$ cat src/lctcon_pkg.sv
// Constants, types and layouts for the panel timing front end.
// Assumes one system clock; every pin except reset, CE and the register port is synchronised inside the top.
package lctcon_pkg;
  // ****************************************
  // Sizes and positions
  // ****************************************
  localparam int IN_W = 47;
  localparam int P_PCLK = 46;
  localparam int P_HS = 45;
  localparam int P_VS = 44;
  localparam int P_DE = 43;
  localparam int P_STBY = 3;
  localparam int P_CS = 2;
  localparam int P_SCL = 1;
  localparam int P_SDA = 0;
  localparam logic [2:0] SETTLE = 3'h7;
  // ****************************************
  // Line and frame timing
  // ****************************************
  localparam logic [10:0] SYNC_BP = 11'h058;
  localparam logic [10:0] HACT_800 = 11'h320;
  localparam logic [10:0] HACT_640 = 11'h280;
  localparam logic [10:0] HACT_320 = 11'h140;
  localparam logic [10:0] HTOT_480 = 11'h3a0;
  localparam logic [10:0] HTOT_600 = 11'h3e8;
  localparam logic [10:0] HTOT_VGA = 11'h2f8;
  localparam logic [9:0]  VTOT_480 = 10'h20d;
  localparam logic [9:0]  VTOT_600 = 10'h294;
  localparam logic [1:0]  RES_800X480 = 2'h0;
  localparam logic [1:0]  RES_800X600 = 2'h1;
  localparam logic [1:0]  RES_640X480 = 2'h2;
  localparam logic [3:0]  TEST_DIV = 4'h4;
  // ****************************************
  // Registers, serial and backlight
  // ****************************************
  localparam logic [3:0] ADDR_CTRL = 4'h0;
  localparam logic [3:0] ADDR_STAT = 4'h4;
  localparam logic       CTRL_RST = 1'b1;
  localparam logic [6:0] SER_ADDR_MODE = 7'h00;
  localparam logic [3:0] SER_CMD_END = 4'h7;
  localparam logic [3:0] SER_END = 4'hf;
  localparam logic [1:0] BLM_UI = 2'h0;
  localparam logic [1:0] BLM_OFF = 2'h1;
  localparam logic [1:0] BLM_MOVE = 2'h2;
  localparam logic [1:0] BLM_STILL = 2'h3;
  localparam int GB_OEV = 2;
  localparam int GB_UD = 4;
  localparam int GB_CKV = 6;
  localparam int GB_STV1A = 8;
  localparam int GB_VERTICAL_START_SECOND = 10;
  localparam int GB_STV1B = 12;
  localparam int GB_STBN = 16;
  // ****************************************
  // Types
  // ****************************************
  typedef struct packed {
    logic       latch_rise;
    logic       de_mode;
    logic [1:0] res;
    logic       dith_dis;
    logic       inv;
    logic       shift_fwd;
    logic       scan_up;
    logic       self_test;
    logic       master;
    logic       side_left;
    logic       dual_gate;
    logic       cascade;
    logic       abl_en_n;
    logic       ser_sel;
  } lctcon_cfg_s;
  localparam lctcon_cfg_s CFG_RST = 15'b0_1_00_1_0_1_0_0_1_0_0_1_1_1;
  typedef struct packed {
    logic [5:0] r;
    logic [5:0] g;
    logic [5:0] b;
  } lctcon_rgb_s;
  typedef enum logic [1:0] {SER_CMD, SER_WR, SER_RD} lctcon_ser_e;
endpackage : lctcon_pkg

$ cat src/lctcon_top.sv
// Pixel capture, line and frame timing, gate and backlight control.
// Assumes pins arrive unsynchronised and a register master on SYS_CLK.
//
// How it works
// [RULE_01] Pixels and syncs are latched on the pixel-clock edge the strap picks.
// [RULE_02] Input bus carries red, green, blue bytes, bit 0 least significant.
// [RULE_03] Without dithering only the upper six bits of each colour count.
// [RULE_04] Line and frame syncs are active-low; leading edge is the fall.
// [RULE_05] Framing strap low uses syncs; high uses data-valid as pixel mark.
// [RULE_06] Resolution pins pick one of four sizes and matching timing.
// [RULE_07] Sync framing: active pixels start 88 clocks after line sync.
// [RULE_08] Dithering on: two low bits dither into six-bit codes.
// [RULE_09] Select high: shared pins are serial; low: backlight mode pins.
// [RULE_10] Mode pins 00 UI, 01 off, 10 moving, 11 still (default).
// [RULE_11] Serial traffic counts only while chip select is low.
// [RULE_12] Global reset low clears all logic; cfg_r, lvl_r, ctrl_bl_r and ser_mode_r reset to nonzero defaults.
// [RULE_13] Standby low stops timing and releases all outputs; SERIAL_DATA_OE is not gated by standby.
// [RULE_14] Shift pin picks forward or reverse source channel order.
// [RULE_15] Scan pin picks which start output fires and gate direction.
// [RULE_16] Self-test makes its own pattern and needs no pixel clock.
// [RULE_17] Only a master drives gate and cascade controls.
// [RULE_18] Master side pin picks which cascade bus carries data.
// [RULE_19] Dual-gate pin enables dual-gate operation.
// [RULE_20] Dual gate: odd lines red-blue-green, even green-red-blue.
// [RULE_21] Cascade pin enables the cascade bus groups.
// [RULE_22] Adaptive backlight follows image gray level by PWM.
// [RULE_23] Backlight enable output switches the external controller.
// [RULE_24] Invert pin flips every bit of each six-bit code.
// [RULE_25] Straps are synchronised and applied at settle, at frame boundaries and on a self-test change.
// [RULE_26] Serial data is driven only in the read-data phase.
`timescale 1ns/1ps
module lctcon_top import lctcon_pkg::*; #(
  parameter logic [10:0] HTOT_QVGA = 11'h198,
  parameter logic [9:0]  VTOT_QVGA = 10'h106
) (
  input  wire logic        SYS_CLK,
  input  wire logic        RESETN,
  input  wire logic        CE,
  input  wire logic        PIXEL_CLOCK_INPUT,
  input  wire logic [23:0] PIXEL_DATA_IN,
  input  wire logic        LINE_SYNC_IN,
  input  wire logic        FRAME_SYNC_IN,
  input  wire logic        PIXEL_VALID_IN,
  input  wire logic        LATCH_EDGE_SELECT,
  input  wire logic        FRAMING_SELECT,
  input  wire logic [1:0]  RESOLUTION_SELECT,
  input  wire logic        DITHER_DISABLE,
  input  wire logic        CODE_INVERT_ENABLE,
  input  wire logic        SOURCE_SHIFT_DIRECTION,
  input  wire logic        GATE_SCAN_DIRECTION,
  input  wire logic        SELF_TEST_PATTERN_SELECT,
  input  wire logic        MASTER_SLAVE_SELECT,
  input  wire logic        MASTER_SIDE_SELECT,
  input  wire logic        DUAL_GATE_ENABLE,
  input  wire logic        CASCADE_ENABLE,
  input  wire logic        ADAPTIVE_BACKLIGHT_ENABLE_N,
  input  wire logic        SERIAL_OR_PIN_BACKLIGHT_SELECT,
  input  wire logic        STANDBY_N,
  input  wire logic        SERIAL_CHIP_SELECT_N,
  input  wire logic        SERIAL_CLOCK_IN,
  input  wire logic        SERIAL_DATA_IN,
  output logic             SERIAL_DATA_OUT,
  output logic             SERIAL_DATA_OE,
  input  wire logic [3:0]  REG_ADDR,
  input  wire logic [31:0] REG_WDATA,
  input  wire logic        REG_WR,
  input  wire logic        REG_RD,
  output logic [31:0]      REG_RDATA,
  output logic [17:0]      PIX_OUT,
  output logic             PIX_OUT_VALID,
  output logic [10:0]      PIX_OUT_INDEX,
  output logic             VERTICAL_START_FIRST,
  output logic             VERTICAL_START_SECOND,
  output logic             GATE_DIRECTION_OUT,
  output logic             GATE_OE,
  output logic [17:0]      RIGHT_CASCADE_BUS,
  output logic             RIGHT_CASCADE_OE,
  output logic [17:0]      LEFT_CASCADE_BUS,
  output logic             LEFT_CASCADE_OE,
  output logic             BACKLIGHT_PWM_OUT,
  output logic             BACKLIGHT_ENABLE_OUT,
  output logic             OUT_OE
);
  // ****************************************
  // Helpers
  // ****************************************
  function automatic logic [10:0] hact_of(input logic [1:0] res);
    unique case (res)
      RES_800X480, RES_800X600: hact_of = HACT_800;
      RES_640X480:              hact_of = HACT_640;
      default:                  hact_of = HACT_320;
    endcase
  endfunction : hact_of

  function automatic logic [5:0] conv(input logic [7:0] d,
      input logic [1:0] thr, input logic dith, input logic inv);
    logic [5:0] c;
    c = d[7:2];
    if (dith && c != 6'h3f && d[1:0] > thr) begin
      c = c + 6'h01;
    end
    conv = inv ? ~c : c;
  endfunction : conv

  // ****************************************
  // Pin synchronisers
  // ****************************************
  logic [IN_W-1:0] in_raw, s1_r, s2_r, s3_r, filt_r;
  logic [3:0]      pv_r;
  lctcon_cfg_s     strap_f, cfg_r;
  logic            run, hs_fall, vs_fall, rise, fall, scl_rise, scl_fall;
  assign in_raw = {PIXEL_CLOCK_INPUT, LINE_SYNC_IN, FRAME_SYNC_IN,
                   PIXEL_VALID_IN, PIXEL_DATA_IN, LATCH_EDGE_SELECT,
                   FRAMING_SELECT, RESOLUTION_SELECT, DITHER_DISABLE,
                   CODE_INVERT_ENABLE, SOURCE_SHIFT_DIRECTION,
                   GATE_SCAN_DIRECTION, SELF_TEST_PATTERN_SELECT,
                   MASTER_SLAVE_SELECT, MASTER_SIDE_SELECT,
                   DUAL_GATE_ENABLE, CASCADE_ENABLE,
                   ADAPTIVE_BACKLIGHT_ENABLE_N,
                   SERIAL_OR_PIN_BACKLIGHT_SELECT, STANDBY_N,
                   SERIAL_CHIP_SELECT_N, SERIAL_CLOCK_IN, SERIAL_DATA_IN};
  assign strap_f = filt_r[18:4];
  // [RULE_13] Standby stops timing
  assign run = filt_r[P_STBY];
  // [RULE_04] Leading edges are falls
  assign hs_fall = !filt_r[P_HS] && pv_r[2];
  assign vs_fall = !filt_r[P_VS] && pv_r[1];
  assign rise = filt_r[P_PCLK] && !pv_r[3];
  assign fall = !filt_r[P_PCLK] && pv_r[3];
  assign scl_rise = filt_r[P_SCL] && !pv_r[0];
  assign scl_fall = !filt_r[P_SCL] && pv_r[0];

  // [RULE_12] Global reset clears all
  always_ff @(posedge SYS_CLK or negedge RESETN) begin
    if (!RESETN) begin
      s1_r <= '0;
      s2_r <= '0;
      s3_r <= '0;
      filt_r <= '0;
      pv_r <= '0;
    end else if (CE) begin
      s1_r <= in_raw;
      s2_r <= s1_r;
      s3_r <= s2_r;
      filt_r <= (s2_r & s3_r) | (filt_r & (s2_r ^ s3_r));
      pv_r <= {filt_r[P_PCLK], filt_r[P_HS], filt_r[P_VS], filt_r[P_SCL]};
    end
  end

  // ****************************************
  // Pixel tick and timing counters
  // ****************************************
  logic [3:0]  div_r;
  logic [2:0]  settle_r;
  logic [10:0] h_cnt_r, pix_idx_r, cur_idx, hact, htot;
  logic [9:0]  v_cnt_r, vtot;
  logic        hs_pend_r, de_q_r, tick, ls, fs, bound, win, pix_ok;
  // [RULE_06] Resolution decode
  assign hact = hact_of(cfg_r.res);
  always_comb begin
    unique case (cfg_r.res)
      RES_800X480: begin htot = HTOT_480; vtot = VTOT_480; end
      RES_800X600: begin htot = HTOT_600; vtot = VTOT_600; end
      RES_640X480: begin htot = HTOT_VGA; vtot = VTOT_480; end
      default:     begin htot = HTOT_QVGA; vtot = VTOT_QVGA; end
    endcase
  end
  // [RULE_01] Latch edge choice
  // [RULE_16] Self-test runs from divider
  assign tick = run && (cfg_r.self_test ? div_r == TEST_DIV - 4'h1
                       : (cfg_r.latch_rise ? rise : fall));
  // [RULE_05] Framing source
  assign ls = tick && (cfg_r.self_test ? h_cnt_r == htot - 11'h001
              : cfg_r.de_mode ? (filt_r[P_DE] && !de_q_r)
              : (hs_pend_r || hs_fall));
  assign fs = cfg_r.self_test ? (ls && v_cnt_r == vtot - 10'h001)
                              : vs_fall;
  // [RULE_25] Apply straps at frame boundary
  assign bound = fs || strap_f.self_test != cfg_r.self_test;
  // [RULE_07] Window starts 88 clocks in
  assign win = !ls && h_cnt_r >= SYNC_BP - 11'h001
               && h_cnt_r < SYNC_BP - 11'h001 + hact;
  assign pix_ok = tick && ((cfg_r.de_mode && !cfg_r.self_test)
                           ? filt_r[P_DE] : win);
  assign cur_idx = ls ? 11'h000 : pix_idx_r;

  always_ff @(posedge SYS_CLK or negedge RESETN) begin
    if (!RESETN) begin
      cfg_r <= CFG_RST;
      settle_r <= '0;
    end else if (CE) begin
      if (settle_r != SETTLE) begin
        settle_r <= settle_r + 3'h1;
      end
      if (settle_r == SETTLE - 3'h1 || (settle_r == SETTLE && bound)) begin
        cfg_r <= strap_f;
      end
    end
  end

  always_ff @(posedge SYS_CLK or negedge RESETN) begin
    if (!RESETN) begin
      div_r <= '0;
      h_cnt_r <= '0;
      v_cnt_r <= '0;
      pix_idx_r <= '0;
      hs_pend_r <= 1'b0;
      de_q_r <= 1'b0;
    end else if (CE) begin
      div_r <= (div_r == TEST_DIV - 4'h1) ? 4'h0 : div_r + 4'h1;
      hs_pend_r <= run && !tick && (hs_pend_r || hs_fall);
      if (!run || ls) begin
        h_cnt_r <= '0;
      end else if (tick && h_cnt_r != 11'h7ff) begin
        h_cnt_r <= h_cnt_r + 11'h001;
      end
      if (!run) begin
        v_cnt_r <= '0;
      end else if (fs) begin
        v_cnt_r <= ls ? 10'h000 : 10'h3ff;
      end else if (ls) begin
        v_cnt_r <= v_cnt_r + 10'h001;
      end
      if (tick) begin
        de_q_r <= filt_r[P_DE];
      end
      if (pix_ok) begin
        pix_idx_r <= cur_idx + 11'h001;
      end else if (ls) begin
        pix_idx_r <= '0;
      end
    end
  end

  // ****************************************
  // Pixel data path
  // ****************************************
  logic [23:0] src;
  logic [1:0]  thr;
  lctcon_rgb_s c;
  logic [17:0] pixw, gw;
  logic        dith, stv, ckv_r;
  // [RULE_02] Red high byte, blue low byte
  assign src = cfg_r.self_test ? {{8{h_cnt_r[8]}}, {8{h_cnt_r[7]}},
                                  {8{h_cnt_r[6]}}} : filt_r[42:19];
  assign thr = {h_cnt_r[0] ^ v_cnt_r[0], v_cnt_r[0]};
  // [RULE_08] Dither unless disabled
  assign dith = !cfg_r.dith_dis;
  // [RULE_03] Upper six bits only
  // [RULE_24] Optional code inversion
  assign c.r = conv(src[23:16], thr, dith, cfg_r.inv);
  assign c.g = conv(src[15:8], thr, dith, cfg_r.inv);
  assign c.b = conv(src[7:0], thr, dith, cfg_r.inv);
  // [RULE_19] Dual gate colour order
  // [RULE_20] Odd and even line order
  assign pixw = !cfg_r.dual_gate ? {c.r, c.g, c.b}
              : v_cnt_r[0] ? {c.r, c.b, c.g} : {c.g, c.r, c.b};
  assign stv = run && v_cnt_r == 10'h000;
  always_comb begin
    gw = '0;
    gw[GB_OEV] = !win;
    gw[GB_UD] = cfg_r.scan_up;
    gw[GB_CKV] = ckv_r;
    gw[GB_STV1A] = stv && cfg_r.scan_up;
    gw[GB_STV1B] = stv && cfg_r.scan_up;
    gw[GB_VERTICAL_START_SECOND] = stv && !cfg_r.scan_up;
    gw[GB_STBN] = !pix_ok;
  end

  always_ff @(posedge SYS_CLK or negedge RESETN) begin
    if (!RESETN) begin
      PIX_OUT <= '0;
      PIX_OUT_VALID <= 1'b0;
      PIX_OUT_INDEX <= '0;
    end else if (CE) begin
      PIX_OUT_VALID <= pix_ok;
      if (pix_ok) begin
        PIX_OUT <= pixw;
        // [RULE_14] Source channel order
        PIX_OUT_INDEX <= cfg_r.shift_fwd ? cur_idx
                                         : hact - 11'h001 - cur_idx;
      end
    end
  end

  always_ff @(posedge SYS_CLK or negedge RESETN) begin
    if (!RESETN) begin
      ckv_r <= 1'b0;
      VERTICAL_START_FIRST <= 1'b0;
      VERTICAL_START_SECOND <= 1'b0;
      GATE_DIRECTION_OUT <= 1'b0;
      GATE_OE <= 1'b0;
      OUT_OE <= 1'b0;
      RIGHT_CASCADE_BUS <= '0;
      LEFT_CASCADE_BUS <= '0;
      RIGHT_CASCADE_OE <= 1'b0;
      LEFT_CASCADE_OE <= 1'b0;
    end else if (CE) begin
      if (ls) begin
        ckv_r <= !ckv_r;
      end
      // [RULE_15] Start output and direction
      VERTICAL_START_FIRST <= cfg_r.master && stv && cfg_r.scan_up;
      VERTICAL_START_SECOND <= cfg_r.master && stv && !cfg_r.scan_up;
      GATE_DIRECTION_OUT <= cfg_r.scan_up;
      // [RULE_13] Release outputs in standby
      OUT_OE <= run;
      // [RULE_17] Master only drives gates
      GATE_OE <= run && cfg_r.master;
      RIGHT_CASCADE_OE <= run && cfg_r.master;
      LEFT_CASCADE_OE <= run && cfg_r.master;
      // [RULE_18] Side picks data bus
      // [RULE_21] Cascade enable
      RIGHT_CASCADE_BUS <= (cfg_r.cascade && cfg_r.side_left) ? pixw : gw;
      LEFT_CASCADE_BUS <= (cfg_r.cascade && !cfg_r.side_left) ? pixw : gw;
    end
  end

  // ****************************************
  // Serial port
  // ****************************************
  lctcon_ser_e ser_st_r;
  logic [3:0]  ser_cnt_r;
  logic [6:0]  ser_sh_r, ser_addr_r;
  logic [7:0]  ser_rd_r;
  logic [1:0]  ser_mode_r;
  always_ff @(posedge SYS_CLK or negedge RESETN) begin
    if (!RESETN) begin
      ser_st_r <= SER_CMD;
      ser_cnt_r <= '0;
      ser_sh_r <= '0;
      ser_addr_r <= '0;
      ser_rd_r <= '0;
      ser_mode_r <= BLM_STILL;
      SERIAL_DATA_OUT <= 1'b0;
      SERIAL_DATA_OE <= 1'b0;
    end else if (CE) begin
      // [RULE_09] Serial only when selected
      // [RULE_11] Ignore while deselected
      if (filt_r[P_CS] || !cfg_r.ser_sel || settle_r != SETTLE) begin
        ser_st_r <= SER_CMD;
        ser_cnt_r <= '0;
        SERIAL_DATA_OE <= 1'b0;
      end else if (scl_rise) begin
        ser_sh_r <= {ser_sh_r[5:0], filt_r[P_SDA]};
        ser_cnt_r <= ser_cnt_r + 4'h1;
        unique case (ser_st_r)
          SER_CMD: if (ser_cnt_r == SER_CMD_END) begin
            ser_st_r <= ser_sh_r[6] ? SER_RD : SER_WR;
            ser_addr_r <= {ser_sh_r[5:0], filt_r[P_SDA]};
            ser_rd_r <= {6'h00, ser_mode_r};
          end
          SER_WR: if (ser_cnt_r == SER_END) begin
            ser_st_r <= SER_CMD;
            if (ser_addr_r == SER_ADDR_MODE) begin
              ser_mode_r <= {ser_sh_r[0], filt_r[P_SDA]};
            end
          end
          SER_RD: if (ser_cnt_r == SER_END) begin
            ser_st_r <= SER_CMD;
          end
        endcase
      end else if (scl_fall) begin
        // [RULE_26] Drive only in read phase
        SERIAL_DATA_OE <= ser_st_r == SER_RD;
        SERIAL_DATA_OUT <= ser_rd_r[7];
        ser_rd_r <= {ser_rd_r[6:0], 1'b0};
      end
    end
  end

  // ****************************************
  // Backlight and register port
  // ****************************************
  logic [7:0] gray, fmax_r, lvl_r, duty, pwm_r;
  logic [1:0] blm;
  logic       ctrl_bl_r;
  assign gray = (src[23:16] > src[15:8])
              ? (src[23:16] > src[7:0] ? src[23:16] : src[7:0])
              : (src[15:8] > src[7:0] ? src[15:8] : src[7:0]);
  // [RULE_09] Pin mode select, data pin MSB
  assign blm = cfg_r.ser_sel ? ser_mode_r
                             : {filt_r[P_SDA], filt_r[P_SCL]};
  // [RULE_10] Backlight mode decode
  always_comb begin
    unique case (blm)
      BLM_UI:   duty = lvl_r;
      BLM_OFF:  duty = 8'hff;
      BLM_MOVE: duty = lvl_r + (~lvl_r >> 2);
      default:  duty = lvl_r + (~lvl_r >> 1);
    endcase
  end

  always_ff @(posedge SYS_CLK or negedge RESETN) begin
    if (!RESETN) begin
      fmax_r <= '0;
      lvl_r <= 8'hff;
      pwm_r <= '0;
      ctrl_bl_r <= CTRL_RST;
      REG_RDATA <= '0;
      BACKLIGHT_PWM_OUT <= 1'b0;
      BACKLIGHT_ENABLE_OUT <= 1'b0;
    end else if (CE) begin
      pwm_r <= pwm_r + 8'h01;
      if (fs) begin
        fmax_r <= '0;
        lvl_r <= fmax_r;
      end else if (pix_ok && gray > fmax_r) begin
        fmax_r <= gray;
      end
      // [RULE_22] Adaptive PWM or plain level
      BACKLIGHT_PWM_OUT <= cfg_r.abl_en_n ? ctrl_bl_r
                         : (pwm_r < duty || duty == 8'hff);
      // [RULE_23] Backlight enable
      BACKLIGHT_ENABLE_OUT <= ctrl_bl_r && run;
      if (REG_WR && REG_ADDR == ADDR_CTRL) begin
        ctrl_bl_r <= REG_WDATA[0];
      end
      REG_RDATA <= '0;
      if (REG_RD && REG_ADDR == ADDR_CTRL) begin
        REG_RDATA <= {31'h0, ctrl_bl_r};
      end else if (REG_RD && REG_ADDR == ADDR_STAT) begin
        REG_RDATA <= {7'h00, cfg_r, v_cnt_r};
      end
    end
  end
endmodule : lctcon_top

$ cat config.mk
export PLATFORM = sky130hd
export DESIGN_NAME = lctcon_top
export DESIGN_NICKNAME = d
export VERILOG_FILES = /design/src/lctcon_pkg.sv /design/src/lctcon_top.sv
export SDC_FILE = /design/constraint.sdc
export NUM_CORES = 1
export LEC_CHECK = 0
export BUFFER_PORTS_ARGS = -buffer_cell sky130_fd_sc_hd__buf_2
export CAP_MARGIN = 20
export CORE_ASPECT_RATIO = 0.6
export CORE_MARGIN = 2
export CORE_UTILIZATION = 25
export DETAILED_ROUTE_END_ITERATION = 6
export PLACE_DENSITY_LB_ADDON = 0.05
export SYNTH_ARGS = -nofsm -noshare
export SYNTH_HDL_FRONTEND = slang
export SYNTH_SLANG_ARGS = --single-unit
$ cat constraint.sdc
create_clock -name SYS_CLK -period 9.8 [get_ports SYS_CLK]
set_input_delay 0.49 -clock SYS_CLK [delete_from_list [all_inputs] [get_ports SYS_CLK]]
set_output_delay 0.49 -clock SYS_CLK [all_outputs]
set_load 0.01 [all_outputs]
# Yosys cells after proc, flatten, opt, wreduce, memory -nomap -nowiden
# Cells that the tools add are included.
[classes]
addsub = 17
n_lt_le_gt_ge = 10
eq_ne = 27
n_mux = 55
n_bitwise = 11
n_reduce_logical = 95
[ops]
columns = ["operator", "n"]
rows = [
  ["AND 47 bit", 2],
  ["two-way mux 18 bit", 4],
  ["two-way mux 8 bit", 9],
  ["two-way mux 11 bit", 5],
  ["two-way mux 25 bit", 2],
  ["bitwise OR 47 bit", 1],
  ["bitwise XOR 47 bit", 1],
  ["two-way mux 10 bit", 4],
  ["case mux 10 bit (2 select lines)", 2],
  ["logical AND 1 bit", 38],
  ["two-way mux 6 bit", 6],
  ["> comparator 8 bit", 4],
  ["case mux 10 bit (3 select lines)", 1],
  ["two-way mux 24 bit", 1],
  ["case mux 8 bit (3 select lines)", 1],
  ["adder 11 x 1 -> 11 bit, second input constant", 2],
  ["AND reduction 2 bit", 11],
  ["subtractor 11 x 1 -> 11 bit, second input constant", 2],
  ["adder 6 x 1 -> 6 bit, second input constant", 3],
  ["logical NOT 1 bit", 18],
  ["inequality test 6 bit, second input constant", 3],
  ["NOT 6 bit", 3],
  ["two-way mux 2 bit", 6],
  ["two-way mux 4 bit", 3],
  ["other kinds (43)", 83],
]
[word_totals]
reg_bits = 411
in_bits = 88
output_inout_bits = 109
word_cells = 267

# Longest topological paths before layout
# Gate-level depths: netlist of the first run.
[depth]
depth_word = 14
ltp_mapped = 22
depth_no_buf = 18

# Worst setup path before layout of the first run
# No wires, ideal clock.
[synth_timing]
path_kind = "register -> register"
startpoint = "register cfg_r[6] in the netlist's numbering"
endpoint = "register fmax_r[1]"
setup_time_ns = 0.067
arrival_ns = 4.365
t_required_ns = 9.733
setup_slack_ns = 5.367
stages_incl_launch_ff = 21
path_buffers = 5
synth_period_minus_slack_ns = 4.433
path_cell_list = "dfrtp_1 > buf_2 > buf_2 > buf_2 > buf_2 > o21ai_0 > ha_1 > a21oi_1 > o21ai_0 > o22ai_1 > mux2i_1 > mux2i_1 > ha_1 > nand2_1 > o21ai_0 > mux2i_1 > a211oi_1 > nand2_1 > nor2b_1 > buf_1 > a22o_1"
[synth_between]
elab_chain_len = 11
elab_cells_between_ends = 26
cone_classes = "order compare: 4; mux: 10; reduce/logical: 12"
[synth_lines]
columns = ["element", "line", "rtl"]
rows = [
  ["from (decl)", "lctcon_top.sv:110", "lctcon_cfg_s strap_f, cfg_r;"],
  ["from (signal assigned)", "lctcon_top.sv:196", "cfg_r <= strap_f;"],
  ["parallel branches: the longest is 11 deep, another holds > comparator 8 bit", "n/a", ""],
  ["to (signal assigned)", "lctcon_top.sv:409", "fmax_r <= gray;"],
  ["to (decl)", "lctcon_top.sv:375", "logic [7:0] gray, fmax_r, lvl_r, duty, pwm_r;"],
]
# Parallel ways; which one is timed is not known. The select of a mux whose other input is x is not followed.
# A chain may end at the register's enable or synchronous reset.

# Final worst setup path of the first run
[layout_timing]
startpoint = "register cfg_r[6] in the netlist's numbering"
endpoint = "register fmax_r[4]"
# The elaborated chain is that of the path after synthesis.

==> run summary, run 1 <==
Post-synth top area cell: dfrtp_1
CP Max Fanout: 19
Hold Crit Class: primary input to flip-flop
Critical Path Most Common Cell: mux2i_1
# diodes: 0
Synth warn: 0
Mapped Cells: 1,936
Ranking of synthesized cells by area: dfrtp_1 (46%), mux2_2 (10%), ha_1 (8.0%), nand2_1 (4.7%), mux2i_1 (3.0%)
First-pass GRT wire length: 97,800 um
Outcome: completed
Post-synth top flop: dfrtp_1
Clk buf depth: 3
Count leader, synth: dfrtp_1
Avg Vias per Cell: 4.67
Minimum clock period: 5.66 ns
Yosys reg bits: 404
Wirelength per Cell: 19.7 um
Cell Pwr Density: 286 nW/um^2
Final setup vio count: 0
TNS Setup: 0 ns
Pre-Repair DR Iteration Count: 5
Final WS setup: 4.14 ns
Critical-path top delay cell: o22ai_1
Fin. Hold Viols: 0
DRC Markers: 0
Cell breakdown of the critical path: clkinv_1 > a21oi_1 > inv_1 > ha_1 > a21oi_1 > o21ai_0 > o22ai_1 > mux2i_1 > mux2i_1 > ha_1 > nand2_1 > o21ai_0 > mux2i_1 > a211oi_1 > nand2_1 > nor2b_1 > a22o_1
RSZ-0062 raised after global routing: false
Clock skew: 0.0226 ns
Hpwl dp: 45,200 um
Fill cells: 8,648
Clk slew on worst S/H paths: 0.07 ns
Leakage: 0.0113 uW
Crit path launch type: flip-flop
Worst-Skew Late Latency: 0.59 ns
Largest net degree at the start of global routing: 145
Die Footprint: 86,400 sq um
DRT iter0 DRCs: 1,010
Async S/R FF share, synth: 100%
Area after DPL: 23,000 sq um
GRT Util Overall: 14.7%
Period utilization: 57.8%
Final instance area: 24,600 sq um
Final ANT Viol Nets: 0
Initial antenna violation count: 4
Worst setup EP type: flip-flop
Die H: 229 um
Syn_area_per_cell: 10.9 sq um
CORE AREA: 83,300 sq um
CP Class: flip-flop to flip-flop
Maxcap violations: 0
Slew HR: 28.8%
Area Growth Syn to Fin: 17.0%
Slew Viols, Final: 0
Final WL: 63,700 um
Final nets: 2,291
Ratio of cells with drive above 1 in the final layout: 24.0%
Worst slack at placement: 4.15 ns
Post-synthesis sequential area ratio: 48.2%
Die Wd: 378 um
Unique masters post-synth: 82
TritonCTS sink count: 404
Worst hold slack: 0.130 ns
IO Pins: 197
Final Util: 29.5%
Maximum vdd drop: 118 uV
GPL Wtd Cong: 0.813
CTS tree: done
Starting Density: 25.2%
Commonest cells in the netlist: dfrtp_1 (386), nand2_1 (262), mux2_2 (190)
Post-CTS Setup Inserts: 0
Worst path max stage delay: 0.85 ns
Rows: 82
Crit path DAT: 6.19 ns
Vias in the first global route: 14,900
Root Driver: clkbuf_16
Fmax: 0.177 GHz
Post-Syn Area: 21,000 sq um
Routed via count: 15,100
H-Tree Depth: 2
Remaining Overflow, GRT: 0
Post-synth EDFFs: 0
Synth top area share: 46.0%
Port Buffers: 158
TritonCTS buffer count: 45
Req. time, crit path: 10.33 ns
Slew @ Worst Pin: 1.07 ns
-- sequential cells by signal (all words and copies together), names as in the netlist, 7 cells and up --
signal,cells
v_cnt_r,10
cfg_r,15
pwm_r,8
s1_r,47
REG_RDATA,25
filt_r,47
PIX_OUT_INDEX,11
lvl_r,8
h_cnt_r,11
PIX_OUT,18
s3_r,47
pix_idx_r,11
LEFT_CASCADE_BUS,18
fmax_r,8
RIGHT_CASCADE_BUS,18
ser_rd_r,8
s2_r,47
ser_sh_r,7
ser_addr_r,7
-- routing by layer --
layer	GRT usage (%)	routed length, um
met5	0	49
met4	3.36	1180
met3	3.26	3190
met2	18.8	23700
met1	24.2	35600
-- cell families (layout without fill, tap and decap cells) --
family / Yosys count / count (layout) / share of synthesized area (%)
multiplexers: 262 / 262 / 13.8
XOR/XNOR: 60 / 60 / 2.50
adder cells (fa/ha/maj): 136 / 136 / 8.17
other: 2 / 8 / 0.0357
AO/OA/AOI/OAI: 364 / 364 / 11.7
buffers and inverters: 183 / 343 / 3.60
flip-flops: 404 / 404 / 48.2
AND/OR/NAND/NOR: 525 / 525 / 12.0
-- critical path: cells and delay by family (launching register included) --
kind,cells,cell delay (ns)
AO/OA/AOI/OAI,7,2.71
buffers and inverters,2,0.68
adder cells (fa/ha/maj),2,0.68
AND/OR/NAND/NOR,3,0.64
multiplexers,3,0.52
flip-flops,1,0.35
-- path summary, 6_finish.rpt --
check,startpoint,to,slack [ns],cells after the start
worst min-delay path,PIXEL_CLOCK_INPUT,s1_r[46],0.13,2
max in group asynchronous,RESETN,RIGHT_CASCADE_BUS[10],7.10,4
worst max register to register,cfg_r[6],fmax_r[4],4.14,17
worst max-delay path,cfg_r[6],fmax_r[4],4.14,17
min in group asynchronous,RESETN,s1_r[37],0.47,2
worst min register to register,ser_sh_r[6],ser_st_r[0],0.46,1
-- cells in the final DEF (no fill, tap or decap), drive strengths merged, types with 21 or more instances in the layout --
| master | count |
|---|---|
| inv | 75 |
| mux2i | 64 |
| dfrtp | 386 |
| mux2 | 198 |
| o2bb2ai | 48 |
| xor2 | 32 |
| nand4 | 28 |
| nor2 | 62 |
| o21ai | 100 |
| ha | 134 |
| nor2b | 26 |
| xnor2 | 28 |
| clkbuf | 59 |
| a21oi | 68 |
| buf | 186 |
| nand3 | 38 |
| nand2 | 263 |
| o221ai | 21 |
-- area by class of cell --
type	count	area, sq um	area share, %
Timing Repair Buffer	188	1050	4.27
Inverter	73	277	1.12
Tap cell	1134	1420	5.77
Multi-Input combinational cell	1355	10200	41.3
Sequential cell	404	10100	41.2
Clock inverter	24	282	1.14
Clock buffer	58	1270	5.19
-- stage by stage --
step,total power (uW),instances
5_1_grt,7590,3236
3_3_place_gp,5210,3151
4_1_cts,7140,3234
6_report,7040,3236
3_5_place_dp,5250,3151
2_1_floorplan,4180,1942
-- power by group --
part / internal (uW) / leakage [uW] / switching, uW
Sequential: 2050 / 0.00500 / 405
Combinational: 1110 / 0.00556 / 1650
Clock: 1060 / 0.000763 / 764
Total: 4210 / 0.0113 / 2820
-- repair_timing --
item	4_1_cts	5_1_grt
resized for setup	0	0
hold buffers	1	0
hold endpoints to repair	72	0
(Power assumes the default switching activity.)
==> run 2: changes to the inputs <==
Clock period 9.8 ns to 5.6 ns, I/O delays scaled along.
==> run 2 against run 1 <==
Design area grew 2.7%. Critical path type unchanged. Largest power group unchanged. Utilization grew 0.81 points. Via count grew 1.3%. Sequential cell count is the same. Critical path depth grew 1. First-iteration DRC count shrank 9.5%.
==> run summary, run 2 (synthesis results as in run 1) <==
GRT Util Overall: 15.2% (+0.49 points)
Clk slew on worst S/H paths: 0.06 ns (about the same)
Wirelength per Cell: 19.7 um (+0.35%)
R2r startpoint: cfg_r[6]
CP Class: flip-flop to flip-flop
Cell breakdown of the critical path: clkinv_1 > a21oi_1 > inv_1 > ha_1 > nand2_1 > o21ai_0 > o22ai_1 > buf_4 > mux2i_1 > mux2i_1 > ha_1 > nand2_1 > o21ai_0 > mux2i_1 > a211oi_1 > nand2_1 > nor2b_1 > a22o_1
Maximum vdd drop: 212 uV (+80%)
Vias in the first global route: 15,400 (+3.1%)
Initial antenna violation count: 0 (-4)
Crit path launch type: flip-flop
Slew Viols, Final: 0 (unchanged)
Maxcap violations: 0 (unchanged)
FF+latch area: 10,100 sq um (unchanged)
H-Tree Depth: 2 (unchanged)
TritonCTS sink count: 404 (unchanged)
Critical-path top delay cell: clkinv_1
Hpwl dp: 46,200 um (+2.2%)
First-pass GRT wire length: 101,000 um (+2.8%)
Cell Pwr Density: 499 nW/um^2 (+74%)
Req. time, crit path: 6.13 ns (-4.20 ns)
Rows: 82 (unchanged)
Fmax: 0.197 GHz (+12%)
Dpl cells: 3,156 (+0.16%)
Minimum clock period: 5.07 ns (-0.591 ns)
Final non-filler cell total: 3,296 (+1.9%)
Final setup vio count: 0 (unchanged)
Worst path max stage delay: 0.52 ns (-0.33 ns)
Post-CTS Setup Inserts: 0 (unchanged)
RSZ-0062 raised after global routing: false
Outcome: completed
IO Pins: 197 (unchanged)
Hold Startpoint: REG_ADDR[2]
Clk buf depth: 3 (unchanged)
Most frequent cells in the layout: dfrtp_1 (386), nand2_1 (262), mux2_2 (190)
CP Max Fanout: 19 (unchanged)
Slew HR: 23.5% (-5.3 points)
TNS Setup: 0 ns (unchanged)
Slew @ Worst Pin: 1.14 ns (+0.0698 ns)
GPL Wtd Cong: 0.854 (+5.2%)
Pre-Repair DR Iteration Count: 5 (unchanged)
DRC Markers: 0 (unchanged)
CTS tree: done
Period utilization: 90.5% (+33 points)
DRT iter0 DRCs: 914 (-9.5%)
Avg Vias per Cell: 4.64 (-0.55%)
Final nets: 2,346 (+2.4%)
Hold Crit Class: primary input to flip-flop
Fill cells: 8,622 (-0.30%)
Die Wd: 378 um (unchanged)
TritonCTS buffer count: 47 (+4.4%)
Port Buffers: 158 (unchanged)
Remaining Overflow, GRT: 0 (unchanged)
Root Driver: clkbuf_16
Die H: 229 um (unchanged)
Area of the multi-input gates: 10,200 sq um (unchanged)
CORE AREA: 83,300 sq um (unchanged)
Die Footprint: 86,400 sq um (unchanged)
Most common cell after layout, fill and taps aside: dfrtp_1
Largest net degree at the start of global routing: 137 (-5.5%)
Setup crit start: cfg_r[6]
Clock skew: 0.0180 ns (-0.00465 ns)
Crit path DAT: 5.60 ns (-0.59 ns)
Worst setup EP type: flip-flop
Routed via count: 15,300 (+1.3%)
Final ANT Viol Nets: 0 (unchanged)
Ratio of cells with drive above 1 in the final layout: 23.3% (-0.65 points)
Leakage: 0.0116 uW (+2.6%)
Area Growth Syn to Fin: 20.2%
Starting Density: 25.2% (unchanged)
Fin. Hold Viols: 0 (unchanged)
Final WL: 65,100 um (+2.2%)
Worst-Skew Late Latency: 0.61 ns (+0.02 ns)
## run 2: timing repair
item                                    CTS  global route
resized for setup                         0             0
hold buffers                             51             0
endpoints found under the setup margin    0             0
endpoints found under the hold margin   127             0
## run 2: metrics by stage
stage	power (uW)	utilization [%]	setup slack (ns)	cell area, sq um	hold WS [ns]
floorplan	7320	-	1.17	21000	-0.0156
global placement	9170	27.7	0.636	23100	0.365
detailed placement	9230	27.7	0.620	23100	0.364
CTS	12800	30.3	0.562	25300	0.0381
global route	13600	30.3	0.0175	25300	0.0782
finish	12600	30.3	0.530	25300	0.0872
## run 2: where the power goes
part	leakage (uW)	total (uW)	internal, uW	switching, uW
logic	0.00579	4920	1980	2940
clock network	0.000826	3380	2040	1340
registers	0.00500	4300	3590	712
## run 2: final cells by class
class	count	share of cell area (%)
multi-input cells	1355	40.2
flip-flops and latches	404	40.1
repair buffers	241	6.33
clock buffers	74	5.70
well taps	1134	5.62
inverters	73	1.09
clock inverters	14	0.946
diodes	1	0.00991
## run 2: layer usage
layer  track usage (%)  up-vias  wire (um)  part of all wire (%)
met3              2.67       60       2980                   4.6
met2              20.0      276      24600                    38
met4              2.70        0        864                   1.3
met5                 0        -          0                     0
li1                  -     7311          -                     -
met1              25.3     7657      36700                    56
## run 2: final timing paths
check,slack [ns],end,cells after the start
max,0.53,fmax_r[3],18
min,0.09,REG_RDATA[0],4
max reg2reg,0.53,fmax_r[3],18
min reg2reg,0.47,ser_rd_r[3],2
max in group asynchronous,4.07,PIX_OUT_INDEX[2],3
min in group asynchronous,0.28,s2_r[42],2
## run 2: worst max-delay path: cells and delay by family, from the launching register on
kind            cells  cell delay, ns
flops               1            0.37
compound gates      6            1.90
buf+inv             3            0.95
mux                 3            0.39
fa+ha+maj           2            0.72
simple gates        4            0.66
==> run 3: changes to the inputs <==
Settings changed: ABC_AREA set to 1.
==> run 3 against run 2 <==
Utilization is 0.24 points lower. Clock power shrank 8.9%. Via count is 11% higher. Critical endpoint is now fmax_r[6]. Largest power group unchanged.
==> run summary, run 3 <==
Outcome: completed
Fill cells: 8,718 (+1.1%)
Wirelength per Cell: 17.0 um (-14%)
Die Footprint: 85,300 sq um (-1.3%)
Hold Crit Class: primary input to flip-flop
Post-CTS Setup Inserts: 0 (unchanged)
TritonCTS buffer count: 46 (-2.1%)
Most common cell after layout, fill and taps aside: nand2_1
Async S/R FF share, synth: 100% (unchanged)
H-Tree Depth: 2 (unchanged)
Critical Path Most Common Cell: nand2_1
Final setup vio count: 0 (unchanged)
Crit path DAT: 5.28 ns (-0.32 ns)
Ranking of synthesized cells by area: dfrtp_1 (47%), nand2_1 (19%), ha_1 (8.1%), o21ai_0 (4.4%), inv_1 (3.0%)
Most frequent cells in the layout: nand2_1 (1,040), dfrtp_1 (386), o21ai_0 (184)
Area Growth Syn to Fin: 18.7%
RSZ-0062 raised after global routing: false
Post-Syn Area: 20,700 sq um (-1.3%)
CP Max Fanout: 30 (+11)
Hpwl dp: 46,500 um (+0.53%)
TNS Setup: 0 ns (unchanged)
Leakage: 0.0128 uW (+9.8%)
DRC Markers: 0 (unchanged)
GPL Wtd Cong: 0.841 (-1.6%)
Clock skew: 0.0223 ns (+0.00431 ns)
Crit path launch type: flip-flop
Clk slew on worst S/H paths: 0.06 ns (about the same)
Cell Pwr Density: 451 nW/um^2 (-9.6%)
Final nets: 2,918 (+24%)
Buf/Inv on CP: 5 (+2)
Unique masters post-synth: 59 (-28%)
Starting Density: 25.3% (+0.12 points)
First-pass GRT wire length: 102,000 um (+1.6%)
Post-synthesis sequential area ratio: 48.9% (+0.66 points)
# diodes: 0 (-1)
Worst setup EP type: flip-flop
CTS tree: done
Vias in the first global route: 17,000 (+10%)
Rows: 81 (-1.2%)
Critical-path top delay cell: dfrtp_1
Post-synth top flop: dfrtp_1
DRT iter0 DRCs: 1,018 (+11%)
Worst-Skew Late Latency: 0.61 ns (about the same)
Slew HR: 41.5% (+18 points)
Synth top area share: 46.6% (+0.63 points)
Minimum clock period: 4.77 ns (-0.297 ns)
Port Buffers: 158 (unchanged)
Fmax: 0.209 GHz (+6.2%)
Routed via count: 16,900 (+11%)
Slew @ Worst Pin: 0.878 ns (-0.260 ns)
Req. time, crit path: 6.10 ns (-0.03 ns)
Final WL: 64,500 um (-0.84%)
Synth warn: 0 (unchanged)
Pre-Repair DR Iteration Count: 5 (unchanged)
Largest net degree at the start of global routing: 145 (+5.8%)
Cell family with most CP delay: simple AND/OR/NAND/NOR gates
Die H: 227 um (-0.66%)
Yosys reg bits: 404 (unchanged)
Worst slack at placement: 0.936 ns (+0.316 ns)
Area of the multi-input gates: 9490 sq um (-6.6%)
Mapped Cells: 2,507 (+29%)
Initial antenna violation count: 0 (unchanged)
Slew Viols, Final: 0 (unchanged)
CORE AREA: 81,800 sq um (-1.8%)
Syn_area_per_cell: 8.27 sq um (-24%)
Die Wd: 376 um (-0.67%)
Fin. Hold Viols: 0 (unchanged)
Post-synth top area cell: dfrtp_1
GRT Util Overall: 15.4% (+0.22 points)
FF+latch area: 10,100 sq um (unchanged)
Remaining Overflow, GRT: 0 (unchanged)
Count leader, synth: nand2_1
Final WS setup: 0.826 ns (+0.297 ns)
CP Class: flip-flop to flip-flop
Post-synth EDFFs: 0 (unchanged)
Maxcap violations: 0 (unchanged)
Maximum vdd drop: 198 uV (-6.7%)
Root Driver: clkbuf_16
Commonest cells in the netlist: nand2_1 (1,040), dfrtp_1 (386), o21ai_0 (184)
Clk buf depth: 3 (unchanged)
Worst path max stage delay: 0.49 ns (-0.03 ns)
Period utilization: 85.2% (-5.3 points)
Final ANT Viol Nets: 0 (unchanged)
IO Pins: 197 (unchanged)
Avg Vias per Cell: 4.45 (-4.1%)
Ratio of cells with drive above 1 in the final layout: 12.8% (-11 points)
TritonCTS sink count: 404 (unchanged)
==> run 3: path summary, 6_finish.rpt <==
path                                             end  cells after the start     start  slack (ns)
worst max-delay path                       fmax_r[6]                     26  cfg_r[6]        0.83
worst min-delay path                        s1_r[29]                      3        CE        0.09
worst max register to register             fmax_r[6]                     26  cfg_r[6]        0.83
worst min register to register              cfg_r[5]                      2  cfg_r[5]        0.46
max in group asynchronous       LEFT_CASCADE_BUS[15]                      3    RESETN        3.88
min in group asynchronous              ser_addr_r[4]                      2    RESETN        0.34
==> run 3: logic make-up after synthesis <==
logic type                 Yosys count  share of synthesized area (%)
DFF                                404                           48.9
and+or+nand+nor                   1315                           26.1
AOI/OAI and AO/OA                  322                           8.59
other                                2                         0.0362
muxes                               10                          0.549
buffers and inverters              269                           5.45
adders and majority gates          136                           8.28
xor gates and xnor gates            49                           2.14
==> run 3: routing by layer <==
metal | global-route usage (%) | wire length (um) | up-vias
met5 | 0 | 0 | -
met4 | 3.02 | 912 | 0
met3 | 2.28 | 2360 | 60
met2 | 21.7 | 25900 | 244
met1 | 24.6 | 35300 | 8215
li1 | - | - | 8422
==> run 3: per-stage QoR <==
stage	util [%]	cell area [sq um]	hold WS [ns]	total power [uW]	instances
2_1_floorplan	-	20700	-0.0156	6610	2513
3_3_place_gp	27.6	22600	0.412	8060	3674
3_5_place_dp	27.6	22600	0.417	8080	3674
4_1_cts	30.1	24600	0.0664	11300	3805
5_1_grt	30.1	24600	0.109	12100	3805
6_report	30.1	24600	0.0892	11100	3805
==> run 3: tightest hold or removal path, cell delays in order <==
cell and delay [ns]:
clkbuf_8 0.20, nand2_1 0.10, nand2_1 0.05
==> run 3: what timing repair did <==
action,in CTS,in global routing
hold endpoints to repair,142,0
endpoints found under the setup margin,0,0
hold buffers,51,0
gates resized for setup,0,0
==> run 3: where the power goes <==
part | switching, uW | total (uW) | internal (uW)
Clock | 1300 | 3080 | 1780
Sequential | 444 | 3850 | 3400
Combinational | 2800 | 4170 | 1370
Total | 4550 | 11100 | 6550
==> run 3: layout make-up <==
type                       count  share of cell area, %
clock inverter                11                  0.631
inverter                     175                   2.72
timing repair buffer         227                   6.02
tap                         1079                   5.49
multi-input combinational   1840                   38.6
sequential                   404                   41.2
clock buffer                  69                   5.40
